===== src/logic/aspc_pkg.sv =====
// package of constants for the audio serial pin control block
package aspc_pkg;
  // register byte offsets
  localparam logic [7:0] ASPC_CTRL_OFF     = 8'h00; // control: masters, enables, soft reset, stop
  localparam logic [7:0] ASPC_STATUS_OFF   = 8'h04; // pin states seen by the block
  localparam logic [7:0] ASPC_DIV_OFF      = 8'h08; // bit clock divider
  localparam logic [7:0] ASPC_TXDATA_OFF   = 8'h0c; // transmit data bits
  // control field positions
  localparam int ASPC_CTRL_RX_MASTER = 0;
  localparam int ASPC_CTRL_TX_MASTER = 1;
  localparam int ASPC_CTRL_RX_EN_LO  = 2;
  localparam int ASPC_CTRL_TX_EN_LO  = 4;
  localparam int ASPC_CTRL_SOFT_RST  = 7;
  localparam int ASPC_CTRL_STOP      = 8;
  // widths and counts
  localparam int ASPC_NUM_RX = 2;
  localparam int ASPC_NUM_TX = 3;
  localparam int ASPC_CTRL_W = 9;
  localparam int ASPC_DIV_W  = 8;
  // reset values
  localparam logic [ASPC_CTRL_W-1:0] ASPC_CTRL_RESET = 9'h000;
  localparam logic [ASPC_DIV_W-1:0]  ASPC_DIV_RESET  = 8'h03;
  localparam logic [2:0]             ASPC_TXD_RESET  = 3'h7;
  // ahb-lite codes
  localparam logic [1:0] ASPC_HTRANS_NONSEQ = 2'h2;
  localparam logic [1:0] ASPC_HTRANS_SEQ    = 2'h3;
  localparam logic [2:0] ASPC_HSIZE_WORD    = 3'h2;
endpackage : aspc_pkg


===== src/logic/aspc_clk_div.sv =====
// divider making enable pulses and a master clock level
`timescale 1ns/1ps
module aspc_clk_div
  import aspc_pkg::*;
#(
  parameter int DIV_W = aspc_pkg::ASPC_DIV_W
)(
  // clock and reset
  input  wire logic             clk_i,
  input  wire logic             reset_n_i,
  // control
  input  wire logic             run_i,
  input  wire logic [DIV_W-1:0] half_period_i,
  // outputs
  output logic                  clk_level_o,
  output logic                  fall_en_o
);
  // whole state
  typedef struct packed
  {
    logic [DIV_W-1:0] count; // cycles left in half period
    logic             level; // generated clock level
    logic             fall;  // one-cycle falling enable
  } aspc_div_state_type;

  aspc_div_state_type state;
  aspc_div_state_type next_state;

  // next state
  always_comb
  begin
    next_state      = state;
    next_state.fall = 1'b0;
    if (!run_i)
    begin
      // idle low, restart cleanly
      next_state.count = half_period_i;
      next_state.level = 1'b0;
    end
    else if (state.count == '0)
    begin
      // toggle at end of half period
      next_state.count = half_period_i;
      next_state.level = ~state.level;
      next_state.fall  = state.level;
    end
    else
    begin
      next_state.count = state.count - 1'b1;
    end
  end

  // register
  always_ff @(posedge clk_i)
  begin
    if (!reset_n_i)
      state <= '0;
    else
      state <= next_state;
  end

  assign clk_level_o = state.level;
  assign fall_en_o   = state.fall;
endmodule : aspc_clk_div


===== src/logic/aspc_top.sv =====
// audio serial pin control with ahb-lite registers
// Summary of operation
// rx master drives rx word select
// rx word select frames words, left/right
// rx word select floats when off/reset/stop
// tx outputs driven high when idle/reset/stop
// tx master drives tx bit clock
// master supplies clock, slave takes external
// tx bit clock floats when off/reset/stop
// tx master drives tx word select
// tx word select frames words, left/right
// tx word select floats when off/reset/stop
// rx master drives rx bit clock
// disabled receiver input disconnected
// separate master bits and enables
//
// Implementation choices: the placing of the registers and register access over AHB-Lite.
`timescale 1ns/1ps
module aspc_top
  import aspc_pkg::*;
#(
  parameter int NUM_RX  = aspc_pkg::ASPC_NUM_RX,
  parameter int WORD_W  = 16
)(
  // clock and reset
  input  wire logic                 clk_i,
  input  wire logic                 reset_n_i,
  // ahb-lite slave
  input  wire logic                 hsel_i,
  input  wire logic [31:0]          haddr_i,
  input  wire logic [1:0]           htrans_i,
  input  wire logic                 hwrite_i,
  input  wire logic [2:0]           hsize_i,
  input  wire logic [31:0]          hwdata_i,
  input  wire logic                 hready_i,
  output logic      [31:0]          hrdata_o,
  output logic                      hreadyout_o,
  output logic                      hresp_o,
  // receive pins
  input  wire logic                 rx_bit_clock_i,
  output logic                      rx_bit_clock_o,
  output logic                      rx_bit_clock_oe_n_o,
  input  wire logic                 rx_word_select_i,
  output logic                      rx_word_select_o,
  output logic                      rx_word_select_oe_n_o,
  input  wire logic [NUM_RX-1:0]    rx_serial_in_i,
  // transmit pins
  input  wire logic                 tx_bit_clock_i,
  output logic                      tx_bit_clock_o,
  output logic                      tx_bit_clock_oe_n_o,
  input  wire logic                 tx_word_select_i,
  output logic                      tx_word_select_o,
  output logic                      tx_word_select_oe_n_o,
  output logic                      tx_serial_out_a_o,
  output logic                      tx_serial_out_b_o,
  output logic                      tx_serial_out_c_o
);
  import aspc_pkg::*;

  // word select toggles every WORD_W bit clocks
  localparam logic [7:0] WORD_LAST = 8'(WORD_W - 1);

  // whole state
  typedef struct packed
  {
    logic                     ph_valid;   // data phase pending
    logic                     ph_write;   // pending is a write
    logic [7:0]               ph_addr;    // pending byte offset
    logic [ASPC_CTRL_W-1:0]   ctrl;       // control register
    logic [ASPC_DIV_W-1:0]    div;        // divider half period
    logic [2:0]               txd;        // transmit data bits
    logic [31:0]              rdata;      // read data
    logic [1:0]               rxck_s;     // rx bit clock sync
    logic [1:0]               rxws_s;     // rx word select sync
    logic [1:0]               txck_s;     // tx bit clock sync
    logic [1:0]               txws_s;     // tx word select sync
    logic [NUM_RX-1:0]        rxd_s1;     // rx data sync stage one
    logic [NUM_RX-1:0]        rxd_s2;     // rx data sync stage two
    logic                     rxck_d;     // rx clock previous level
    logic                     txck_d;     // tx clock previous level
    logic [7:0]               rx_bits;    // rx bits in word
    logic [7:0]               tx_bits;    // tx bits in word
    logic                     rx_ws;      // generated rx word select
    logic                     tx_ws;      // generated tx word select
    logic                     rxck_o;     // rx clock pin out
    logic                     rxck_oe_n;  // rx clock enable
    logic                     rxws_o;     // rx word select pin out
    logic                     rxws_oe_n;  // rx word select enable
    logic                     txck_o;     // tx clock pin out
    logic                     txck_oe_n;  // tx clock enable
    logic                     txws_o;     // tx word select out
    logic                     txws_oe_n;  // tx word select enable
    logic [2:0]               sdo;        // tx data pins
    logic [NUM_RX-1:0]        rx_sample;  // last sampled rx data
  } aspc_state_type;

  // registered state and its next value
  aspc_state_type state;
  aspc_state_type next_state;

  // decoded control
  logic              rx_master;
  logic              tx_master;
  logic [NUM_RX-1:0] rx_en;
  logic [2:0]        tx_en;
  logic              halted;
  logic              rx_live;
  logic              tx_live;
  logic              rx_gen;
  logic              tx_gen;
  logic              rx_fall;
  logic              tx_fall;
  logic              addr_ok;

  // each section picks master or slave on its own bit
  assign rx_master = state.ctrl[ASPC_CTRL_RX_MASTER];
  assign tx_master = state.ctrl[ASPC_CTRL_TX_MASTER];
  // one enable per receiver and per transmitter
  assign rx_en     = state.ctrl[ASPC_CTRL_RX_EN_LO +: NUM_RX];
  assign tx_en     = state.ctrl[ASPC_CTRL_TX_EN_LO +: 3];
  // soft reset and stop both park every pin
  assign halted    = state.ctrl[ASPC_CTRL_SOFT_RST] | state.ctrl[ASPC_CTRL_STOP];
  // all enables off is the individual reset of a section
  assign rx_live   = (|rx_en) & ~halted;
  assign tx_live   = (|tx_en) & ~halted;

  // master clock generators
  aspc_clk_div #(.DIV_W(ASPC_DIV_W)) u_rx_div
  (
    .clk_i         (clk_i),
    .reset_n_i     (reset_n_i),
    .run_i         (rx_live & rx_master),
    .half_period_i (state.div),
    .clk_level_o   (rx_gen),
    .fall_en_o     (rx_fall)
  );

  aspc_clk_div #(.DIV_W(ASPC_DIV_W)) u_tx_div
  (
    .clk_i         (clk_i),
    .reset_n_i     (reset_n_i),
    .run_i         (tx_live & tx_master),
    .half_period_i (state.div),
    .clk_level_o   (tx_gen),
    .fall_en_o     (tx_fall)
  );

  // offsets that hold a register; anything else reads zero
  // and swallows writes, still answering okay
  assign addr_ok = (haddr_i[7:0] == ASPC_CTRL_OFF) | (haddr_i[7:0] == ASPC_STATUS_OFF) |
                   (haddr_i[7:0] == ASPC_DIV_OFF)  | (haddr_i[7:0] == ASPC_TXDATA_OFF);

  // next state
  always_comb
  begin
    logic rx_tick;
    logic tx_tick;
    rx_tick    = 1'b0;
    tx_tick    = 1'b0;
    next_state = state;
    // two-flop synchronisers for every pin input
    // first stage is read by nothing but the second
    next_state.rxck_s = {state.rxck_s[0], rx_bit_clock_i};
    next_state.rxws_s = {state.rxws_s[0], rx_word_select_i};
    next_state.txck_s = {state.txck_s[0], tx_bit_clock_i};
    next_state.txws_s = {state.txws_s[0], tx_word_select_i};
    // data pins pass two flops untouched; the enable gate
    // sits behind the second one so no logic sees a raw pin
    next_state.rxd_s1 = rx_serial_in_i;
    next_state.rxd_s2 = state.rxd_s1;
    // previous clock levels for falling edge detection
    next_state.rxck_d = state.rxck_s[1];
    next_state.txck_d = state.txck_s[1];

    // bus data phase: the write lands at the end of it,
    // pins follow one edge later
    if (state.ph_valid && state.ph_write)
    begin
      if (state.ph_addr == ASPC_CTRL_OFF)
        next_state.ctrl = hwdata_i[ASPC_CTRL_W-1:0];
      else if (state.ph_addr == ASPC_DIV_OFF)
        next_state.div = hwdata_i[ASPC_DIV_W-1:0];
      else if (state.ph_addr == ASPC_TXDATA_OFF)
        next_state.txd = hwdata_i[2:0];
    end
    // bus address phase: zero wait, so every request is taken
    // read data registered here, standing for the data phase only
    next_state.ph_valid = hsel_i & hready_i & htrans_i[1];
    next_state.ph_write = hwrite_i;
    next_state.ph_addr  = haddr_i[7:0];
    next_state.rdata    = '0;
    if (hsel_i && hready_i && htrans_i[1] && !hwrite_i && addr_ok)
    begin
      if (haddr_i[7:0] == ASPC_CTRL_OFF)
        next_state.rdata = 32'(state.ctrl);
      else if (haddr_i[7:0] == ASPC_STATUS_OFF)
        next_state.rdata = 32'({state.rx_sample, state.tx_ws, state.txck_o, state.rx_ws, state.rxck_o});
      else if (haddr_i[7:0] == ASPC_DIV_OFF)
        next_state.rdata = 32'(state.div);
      else
        next_state.rdata = 32'(state.txd);
    end

    // receive clock: own divider as master, pin as slave
    if (rx_master)
      rx_tick = rx_fall;
    else
      // slave: falling edge of the synchronised pin
      rx_tick = state.rxck_d & ~state.rxck_s[1];
    if (!rx_live)
    begin
      // section idle: framing restarts at the left word
      next_state.rx_bits = '0;
      next_state.rx_ws   = 1'b0;
    end
    else if (rx_tick)
    begin
      // disabled receivers are disconnected and read low
      next_state.rx_sample = state.rxd_s2 & rx_en;
      // word select frames each word, low left, high right
      if (!rx_master)
        // slave: follow the far side's word select
        next_state.rx_ws = state.rxws_s[1];
      else if (state.rx_bits == WORD_LAST)
        next_state.rx_ws = ~state.rx_ws;
      next_state.rx_bits = (state.rx_bits == WORD_LAST) ? 8'h00 : state.rx_bits + 8'h01;
    end

    // transmit clock: own divider as master, pin as slave
    if (tx_master)
      tx_tick = tx_fall;
    else
      // slave: falling edge of the synchronised pin
      tx_tick = state.txck_d & ~state.txck_s[1];
    if (!tx_live)
    begin
      // section idle: framing restarts at the left word
      next_state.tx_bits = '0;
      next_state.tx_ws   = 1'b0;
    end
    else if (tx_tick)
    begin
      if (!tx_master)
        // slave: follow the far side's word select
        next_state.tx_ws = state.txws_s[1];
      else if (state.tx_bits == WORD_LAST)
        next_state.tx_ws = ~state.tx_ws;
      next_state.tx_bits = (state.tx_bits == WORD_LAST) ? 8'h00 : state.tx_bits + 8'h01;
    end

    // receive pin drivers
    // driven only as a live master; otherwise the pin floats
    next_state.rxck_o    = rx_live & rx_master & rx_gen;
    next_state.rxck_oe_n = ~(rx_live & rx_master);
    next_state.rxws_o    = rx_live & rx_master & state.rx_ws;
    next_state.rxws_oe_n = ~(rx_live & rx_master);

    // transmit pin drivers
    next_state.txck_o    = tx_live & tx_master & tx_gen;
    next_state.txck_oe_n = ~(tx_live & tx_master);
    next_state.txws_o    = tx_live & tx_master & state.tx_ws;
    next_state.txws_oe_n = ~(tx_live & tx_master);
    // data pins sit high unless that transmitter runs
    for (int i = 0; i < 3; i++)
      next_state.sdo[i] = ~(tx_en[i] & ~halted) | state.txd[i];
  end

  // register, hardware reset floats pins and drives data high
  // synchronous reset; the whole state moves on one edge
  // so pin direction and pin value never disagree
  always_ff @(posedge clk_i)
  begin
    if (!reset_n_i)
    begin
      state           <= '0;
      state.ctrl      <= ASPC_CTRL_RESET;
      state.div       <= ASPC_DIV_RESET;
      state.txd       <= ASPC_TXD_RESET;
      state.rxck_oe_n <= 1'b1;
      state.rxws_oe_n <= 1'b1;
      state.txck_oe_n <= 1'b1;
      state.txws_oe_n <= 1'b1;
      state.sdo       <= 3'h7;
    end
    else
      state <= next_state;
  end

  // outputs straight from flops
  // bus never stalls and never errors
  assign hrdata_o              = state.rdata;
  assign hreadyout_o           = 1'b1;
  assign hresp_o               = 1'b0;
  assign rx_bit_clock_o        = state.rxck_o;
  assign rx_bit_clock_oe_n_o   = state.rxck_oe_n;
  assign rx_word_select_o      = state.rxws_o;
  assign rx_word_select_oe_n_o = state.rxws_oe_n;
  assign tx_bit_clock_o        = state.txck_o;
  assign tx_bit_clock_oe_n_o   = state.txck_oe_n;
  assign tx_word_select_o      = state.txws_o;
  assign tx_word_select_oe_n_o = state.txws_oe_n;
  assign tx_serial_out_a_o     = state.sdo[0];
  assign tx_serial_out_b_o     = state.sdo[1];
  assign tx_serial_out_c_o     = state.sdo[2];
endmodule : aspc_top


===== config.mk =====
export PLATFORM = sky130hd
export DESIGN_NAME = aspc_top
export DESIGN_NICKNAME = d
export VERILOG_FILES = /design/src/logic/aspc_pkg.sv /design/src/logic/aspc_clk_div.sv /design/src/logic/aspc_top.sv
export SDC_FILE = /design/constraint.sdc
export NUM_CORES = 1
export LEC_CHECK = 0
export BUFFER_PORTS_ARGS = -buffer_cell sky130_fd_sc_hd__buf_2
export CAP_MARGIN = 10
export CORE_MARGIN = 3
export CORE_UTILIZATION = 45
export DETAILED_ROUTE_END_ITERATION = 8
export HOLD_SLACK_MARGIN = 0.08
export PLACE_DENSITY = 0.74
export SLEW_MARGIN = 20
export SYNTH_ARGS = -nofsm -noshare
export SYNTH_HDL_FRONTEND = slang
export SYNTH_SLANG_ARGS = --single-unit
export TNS_END_PERCENT = 100

===== constraint.sdc =====
create_clock -name clk_i -period 1.57 [get_ports clk_i]
set_input_delay 0.157 -clock clk_i [delete_from_list [all_inputs] [get_ports clk_i]]
set_output_delay 0.157 -clock clk_i [all_outputs]
set_load 0.01 [all_outputs]

# Word level (Yosys, flattened, before mapping)
# Index checks and enable logic that the tools add are counted.
[totals] reg_bits=125 input_bits=80 output_inout_bits=45 elab_cells=129
[classes] add_sub_neg=4 n_eq_ne=9 mux=17 bitwise_logic=39 reduce_logical=26
[ops] cell="8-bit by 4-bit == test with 1-bit output, second input constant" count=6
[ops] cell="8-bit 2-to-1 mux" count=6
[ops] cell="8-bit logical NOT" count=4
[ops] cell="9-bit 2-to-1 mux" count=3
[ops] cell="2-bit AND reduction" count=9
[ops] cell="8-bit by 1-bit adder with 8-bit output, second input constant" count=2
[ops] cell="1-bit NOT" count=16
[ops] cell="8-bit by 1-bit subtractor with 8-bit output, second input constant" count=2
[ops] cell="1-bit bitwise AND" count=15
[ops] cell="3-bit AND reduction" count=3
[ops] cell="8-bit by 3-bit == test with 1-bit output, second input constant" count=1
[ops] cell="1-bit OR" count=7
[ops] cell="1-bit 2-to-1 mux" count=6
[ops] cell="1-bit logical AND" count=5
[ops] cell="2-bit 2-to-1 mux" count=2
[ops] cell="2-bit by 1-bit inequality test with 1-bit output, second input constant" count=2
[ops] cell="4-bit AND reduction" count=1
[ops] cell="4-bit OR reduction" count=1
[ops] cell="3-bit OR reduction" count=1
[ops] cell="2-bit bitwise AND" count=1
[ops] cell="2-bit OR reduction" count=1
[ops] cell="1-bit logical NOT" count=1

# Logic depth before layout (Yosys ltp)
[logic_depth] ltp_word=7 ltp_mapped=8

# Hierarchy
# A second synthesis with hierarchy kept.
[hier_totals] hier_cells=472 hier_area_um2=4425.5
[modules_own_cells] module="aspc_top" instances=1 cells_each=360 area_each_um2=3377.0 seq_area_each_um2=1641.6
[modules_own_cells] module="aspc_clk_div" instances=2 cells_each=56 area_each_um2=524.3 seq_area_each_um2=200.2

# Least setup slack after synthesis
# No wires, ideal clock.
[synth_path] path_type="register to register" start="register u_rx_div.state[5] in the netlist's numbering" end="register u_rx_div.state[2] in the netlist's numbering" setup_time_ns=0.116 t_arrival_ns=1.555 slack_ns=-0.101 stages_incl_launch_ff=6 synth_period_minus_slack_ns=1.671 cell_sequence="dfxtp_1 > or4_1 > nor4_4 > nor2_1 > buf_2 > o211a_1"
[synth_between] elab_chain_len=3
[synth_lines] item="from (decl)" line="aspc_clk_div.sv:26" text="aspc_div_state_type state;"
[synth_lines] item="from (signal assigned)" line="aspc_clk_div.sv:59" text="state <= next_state;"
[synth_lines] item="8-bit logical NOT" line="aspc_clk_div.sv:40" text="else if (state.count == '0)"
[synth_lines] item="8-bit 2-to-1 mux" line="aspc_clk_div.sv:40"
[synth_lines] item="9-bit 2-to-1 mux" line="aspc_clk_div.sv:34" text="if (!run_i)"
# No other way between the ends.
# A chain may end at the register's enable or synchronous reset.

# Worst setup path in the final report
[layout_path] start="register state[103] in the netlist's numbering" end="register state (netlist bit rx_en[0])"
[layout_between] elab_chain_len=2
[layout_lines] item="from (decl)" line="aspc_top.sv:98" text="aspc_state_type state;"
[layout_lines] item="from (signal assigned)" line="aspc_top.sv:286" text="state <= next_state;"
[layout_lines] item="8-bit logical NOT" line="aspc_top.sv:179" text="if (state.ph_addr == ASPC_CTRL_OFF)"
[layout_lines] item="2-bit AND reduction (no line)"
# No other way between the ends.

==> impl_metrics.py <==
metrics = {
    "sta": {
        "fin_ws_ns": -0.0628,
        "report.final.hold_viol_count": 0,
        "period_share_pct": 104,
        "slew_viol_final": 0,
        "slew_headroom_pct": 64.5,
        "fin_hold_ws_ns": 0.0957,
        "final.min_clock_period_ns": 1.63,
        "skew_ns": 0.00795,
        "clock.fmax_ghz": 0.612,
        "finalSetupViolations": 22,
        "worst_slew_pin_slew_ns": 0.533,
        "rsz0062_at_grt": "true",
    },
    "power_and_ir_drop": {
        "power_density_nw_per_um2": 917,
        "ir_drop_mv": 0.470,
        "power_leakage_nw": 2.42,
    },
    "critical_path": {
        "cpMaxStageDelayCell": "or3_4",
        "start_kind": "flip-flop",
        "ff2ff_path_depth": 6,
        "reg2reg_slack_ns": -0.06,
        "crit_arrival_ns": 1.90,
        "cp_max_fo": 6,
        "crit_family": "simple AND/OR/NAND/NOR gates",
        "cp.required_ns": 1.84,
        "rr_startpoint": "state[103]$_SDFF_PN0_",
        "crit_buf_inv": 1,
        "r2r_end": "rx_en[0]$_SDFFE_PN0P_",
        "cp_cell_sequence": "nor4_4 -> nand4_1 -> or3_4 -> buf_8 -> mux2i_1 -> nor2b_1",
        "cp-end-kind": "flip-flop",
        "slowest_delay_ns": 0.39,
        "critPathKind": "reg2reg",
    },
    "drt": {
        "drc": 0,
        "dr.first_iter.drc_count": 138,
        "routedWlPerCell_um": 14.0,
        "drt-total-wl_um": 9480,
        "drtAntennaViolNets": 0,
        "vias": 3290,
        "viasPerCell": 4.85,
        "drtPass1Iterations": 4,
    },
    "worst_hold_path": {
        "worstHoldEndpoint": "state[85]$_SDFFE_PN0P_",
        "min-delay-start": "hwdata_i[5]",
        "min_path_type": "in2reg",
        "min_path_cells": 3,
    },
    "floorplan": {
        "die_w_um": 104,
        "die-area_um2": 10900,
        "start_util_pct": 46.6,
        "placeableCoreArea_um2": 9330,
        "io-pin-count": 125,
        "rows": 35,
        "dieHeight_um": 104,
    },
    "global_routing": {
        "overflow": 0,
        "grt_first_pass_wirelength_um": 15700,
        "antenna_found_initial": 0,
        "grt_max_degree": 62,
        "grt_pass1_vias": 3268,
        "track_usage_pct": 17.9,
    },
    "yosys": {
        "async_flop_share_pct": 0,
        "synth.area.top_cells": "dfxtp_1 (47%), buf_4 (6.2%), mux2i_1 (5.5%)",
        "avgSynthCellArea_um2": 9.56,
        "yosysUniqueCellTypes": 48,
        "syn_area_um2": 4350,
        "synth_edf_count": 0,
        "yosysTopAreaCellShare_pct": 46.9,
        "synth-seq-area-share_pct": 46.9,
        "netlist_instances": 455,
        "yosys_warnings": 0,
        "ys.flop_type": "dfxtp_1",
        "synth_area_leader_cell": "dfxtp_1",
        "yosys_register_bits": 102,
    },
    "cells_and_area": {
        "syn_to_final_growth_pct": 23.6,
        "diodes": 0,
        "final_util_pct": 57.6,
        "drive_gt1_share_pct": 25.6,
        "final_nets": 629,
    },
    "clock_tree": {
        "cts_tree": "done",
        "clk_latency_ns": 0.37,
        "htreeDepth": 3,
        "cts_buffer_depth": 2,
        "cts_sinks": 102,
        "cts_buffers": 9,
        "cts.clk_slew.worst_paths_ns": 0.09,
        "cts-root-buf": "clkbuf_8",
    },
    "placed_design": {
        "portBuffers": 48,
        "gp_congestion": 0.797,
        "dp.final_hpwl_um": 6690,
    },
    "flow_run": {
        "drv_cap": 0,
    },
    "run_status": {
        "violations": "setup timing",
        "status": "finished with violations",
    },
}
cell usage after synthesis, types with 2 or more instances:
master and number:
xor2_1 13, and4_1 2, buf_2 3, o21ai_0 5, nor3_1 8, buf_4 36, ha_1 4, clkbuf_1 13
nor2b_1 23, o211a_1 11, mux2_2 2, xnor2_1 13, nand2_1 35, and2_1 25, conb_1 2, nor4_1 4
inv_1 11, nand3b_1 5, nor2_1 36, a2111oi_0 3, or3_1 7, nand2b_1 6, a222oi_1 2, a21oi_1 11
and3_2 3, or3b_4 2, mux2i_1 24, nand4_1 2, dfxtp_1 102, a21boi_0 2, and3_1 6, nand3_1 17
or4_1 2
flip-flops by register name (all words and copies together), names as in the netlist, 2 cells and up:
signal	count
state	53
hrdata_o	9
next_state	8
u_rx_div.state	8
u_tx_div.state	8
rx_en	2
cell type report:
cell class	instances	area, µm²
inverters	11	41.3
well taps	129	161
clock buffers	11	151
repair buffers	109	769
multi-input cells	312	2100
clock inverters	5	104
flip-flops and latches	102	2050
fillers	822	3950
report_power, final:
group / internal, mW / switching, mW
Sequential: 2.62 / 0.0160
Combinational: 0.142 / 0.142
Clock: 1.15 / 0.860
worst max-delay path by stage:
stage | startpoint | to | slack [ns] | cells past startpoint
3_3_place_gp | haddr_i[7] | hrdata_o[4]$_SDFF_PN0_ | -0.33 | 6
3_5_place_dp | haddr_i[7] | hrdata_o[4]$_SDFF_PN0_ | -0.32 | 6
5_1_grt | state[103]$_SDFF_PN0_ | rx_en[0]$_SDFFE_PN0P_ | -0.20 | 6
4_1_cts | state[103]$_SDFF_PN0_ | rx_en[0]$_SDFFE_PN0P_ | -0.07 | 6
2_1_floorplan | u_rx_div.state[5]$_SDFF_PN0_ | u_rx_div.state[5]$_SDFF_PN0_ | -0.05 | 5
6_report | state[103]$_SDFF_PN0_ | rx_en[0]$_SDFFE_PN0P_ | -0.06 | 6
worst min-delay path, stage by stage:
cell,delay [ns]
buf_2,0.11
mux2i_1,0.07
nor2b_1,0.09
logic make-up after synthesis:
kind of cell               synth area share, %
DFF                                       46.9
AOI/OAI and AO/OA                         7.42
adders and majority gates                 1.15
xor gates and xnor gates                  5.23
other                                    0.173
muxes                                     6.64
buffers and inverters                     8.89
and+or+nand+nor                           23.6
through the flow:
stage / setup WS (ns) / cell area [µm²] / TNS [ns] / power, mW / cells
final: -0.0628 / 5380 / -0.454 / 4.93 / 679
after global routing: -0.203 / 5380 / -3.67 / 5.13 / 679
after CTS: -0.0741 / 5300 / -0.559 / 4.97 / 678
after detailed placement: -0.316 / 4790 / -2.66 / 2.92 / 641
after global placement: -0.327 / 4790 / -1.45 / 2.92 / 641
after floorplan: -0.0497 / 4450 / -0.239 / 2.88 / 478
layer usage:
layer / vias up / wire, µm / track usage [%]
li1: 1644 / - / -
met1: 1550 / 3970 / 21.6
met2: 80 / 4790 / 30.4
met3: 16 / 503 / 4.59
met4: 0 / 220 / 6.93
met5: - / 0 / 0
placed cells by master, fill, tap and decap left out, types with 3 or more instances in the layout:
| cell type | n |
|---|---|
| nand3_1 | 16 |
| dfxtp_2 | 6 |
| inv_1 | 11 |
| nand3b_1 | 5 |
| o211a_1 | 11 |
| nor2_4 | 3 |
| buf_6 | 3 |
| a21oi_2 | 3 |
| nor3_1 | 8 |
| and3_2 | 4 |
| nor2_1 | 32 |
| buf_2 | 48 |
| nand2b_1 | 5 |
| o21ai_0 | 4 |
| dfxtp_1 | 96 |
| mux2i_1 | 24 |
| or3_1 | 6 |
| nor2b_1 | 23 |
| and3_1 | 5 |
| a21oi_1 | 9 |
| ha_1 | 4 |
| xnor2_1 | 13 |
| clkbuf_8 | 11 |
| dlygate4sd3_1 | 21 |
| nand2_1 | 34 |
| buf_4 | 36 |
| bufinv_16 | 3 |
| conb_1 | 25 |
| and2_1 | 25 |
| xor2_1 | 13 |
repair_timing:
| action | 4_1_cts | 5_1_grt |
|---|---|---|
| pin swaps | 3 | 3 |
| hold buffers | 21 | 0 |
| setup endpoints to repair | 35 | 37 |
| resized for setup | 12 | 20 |
| hold endpoints to repair | 24 | 0 |
| buffers inserted | 0 | 1 |
(Power assumes the default switching activity.)
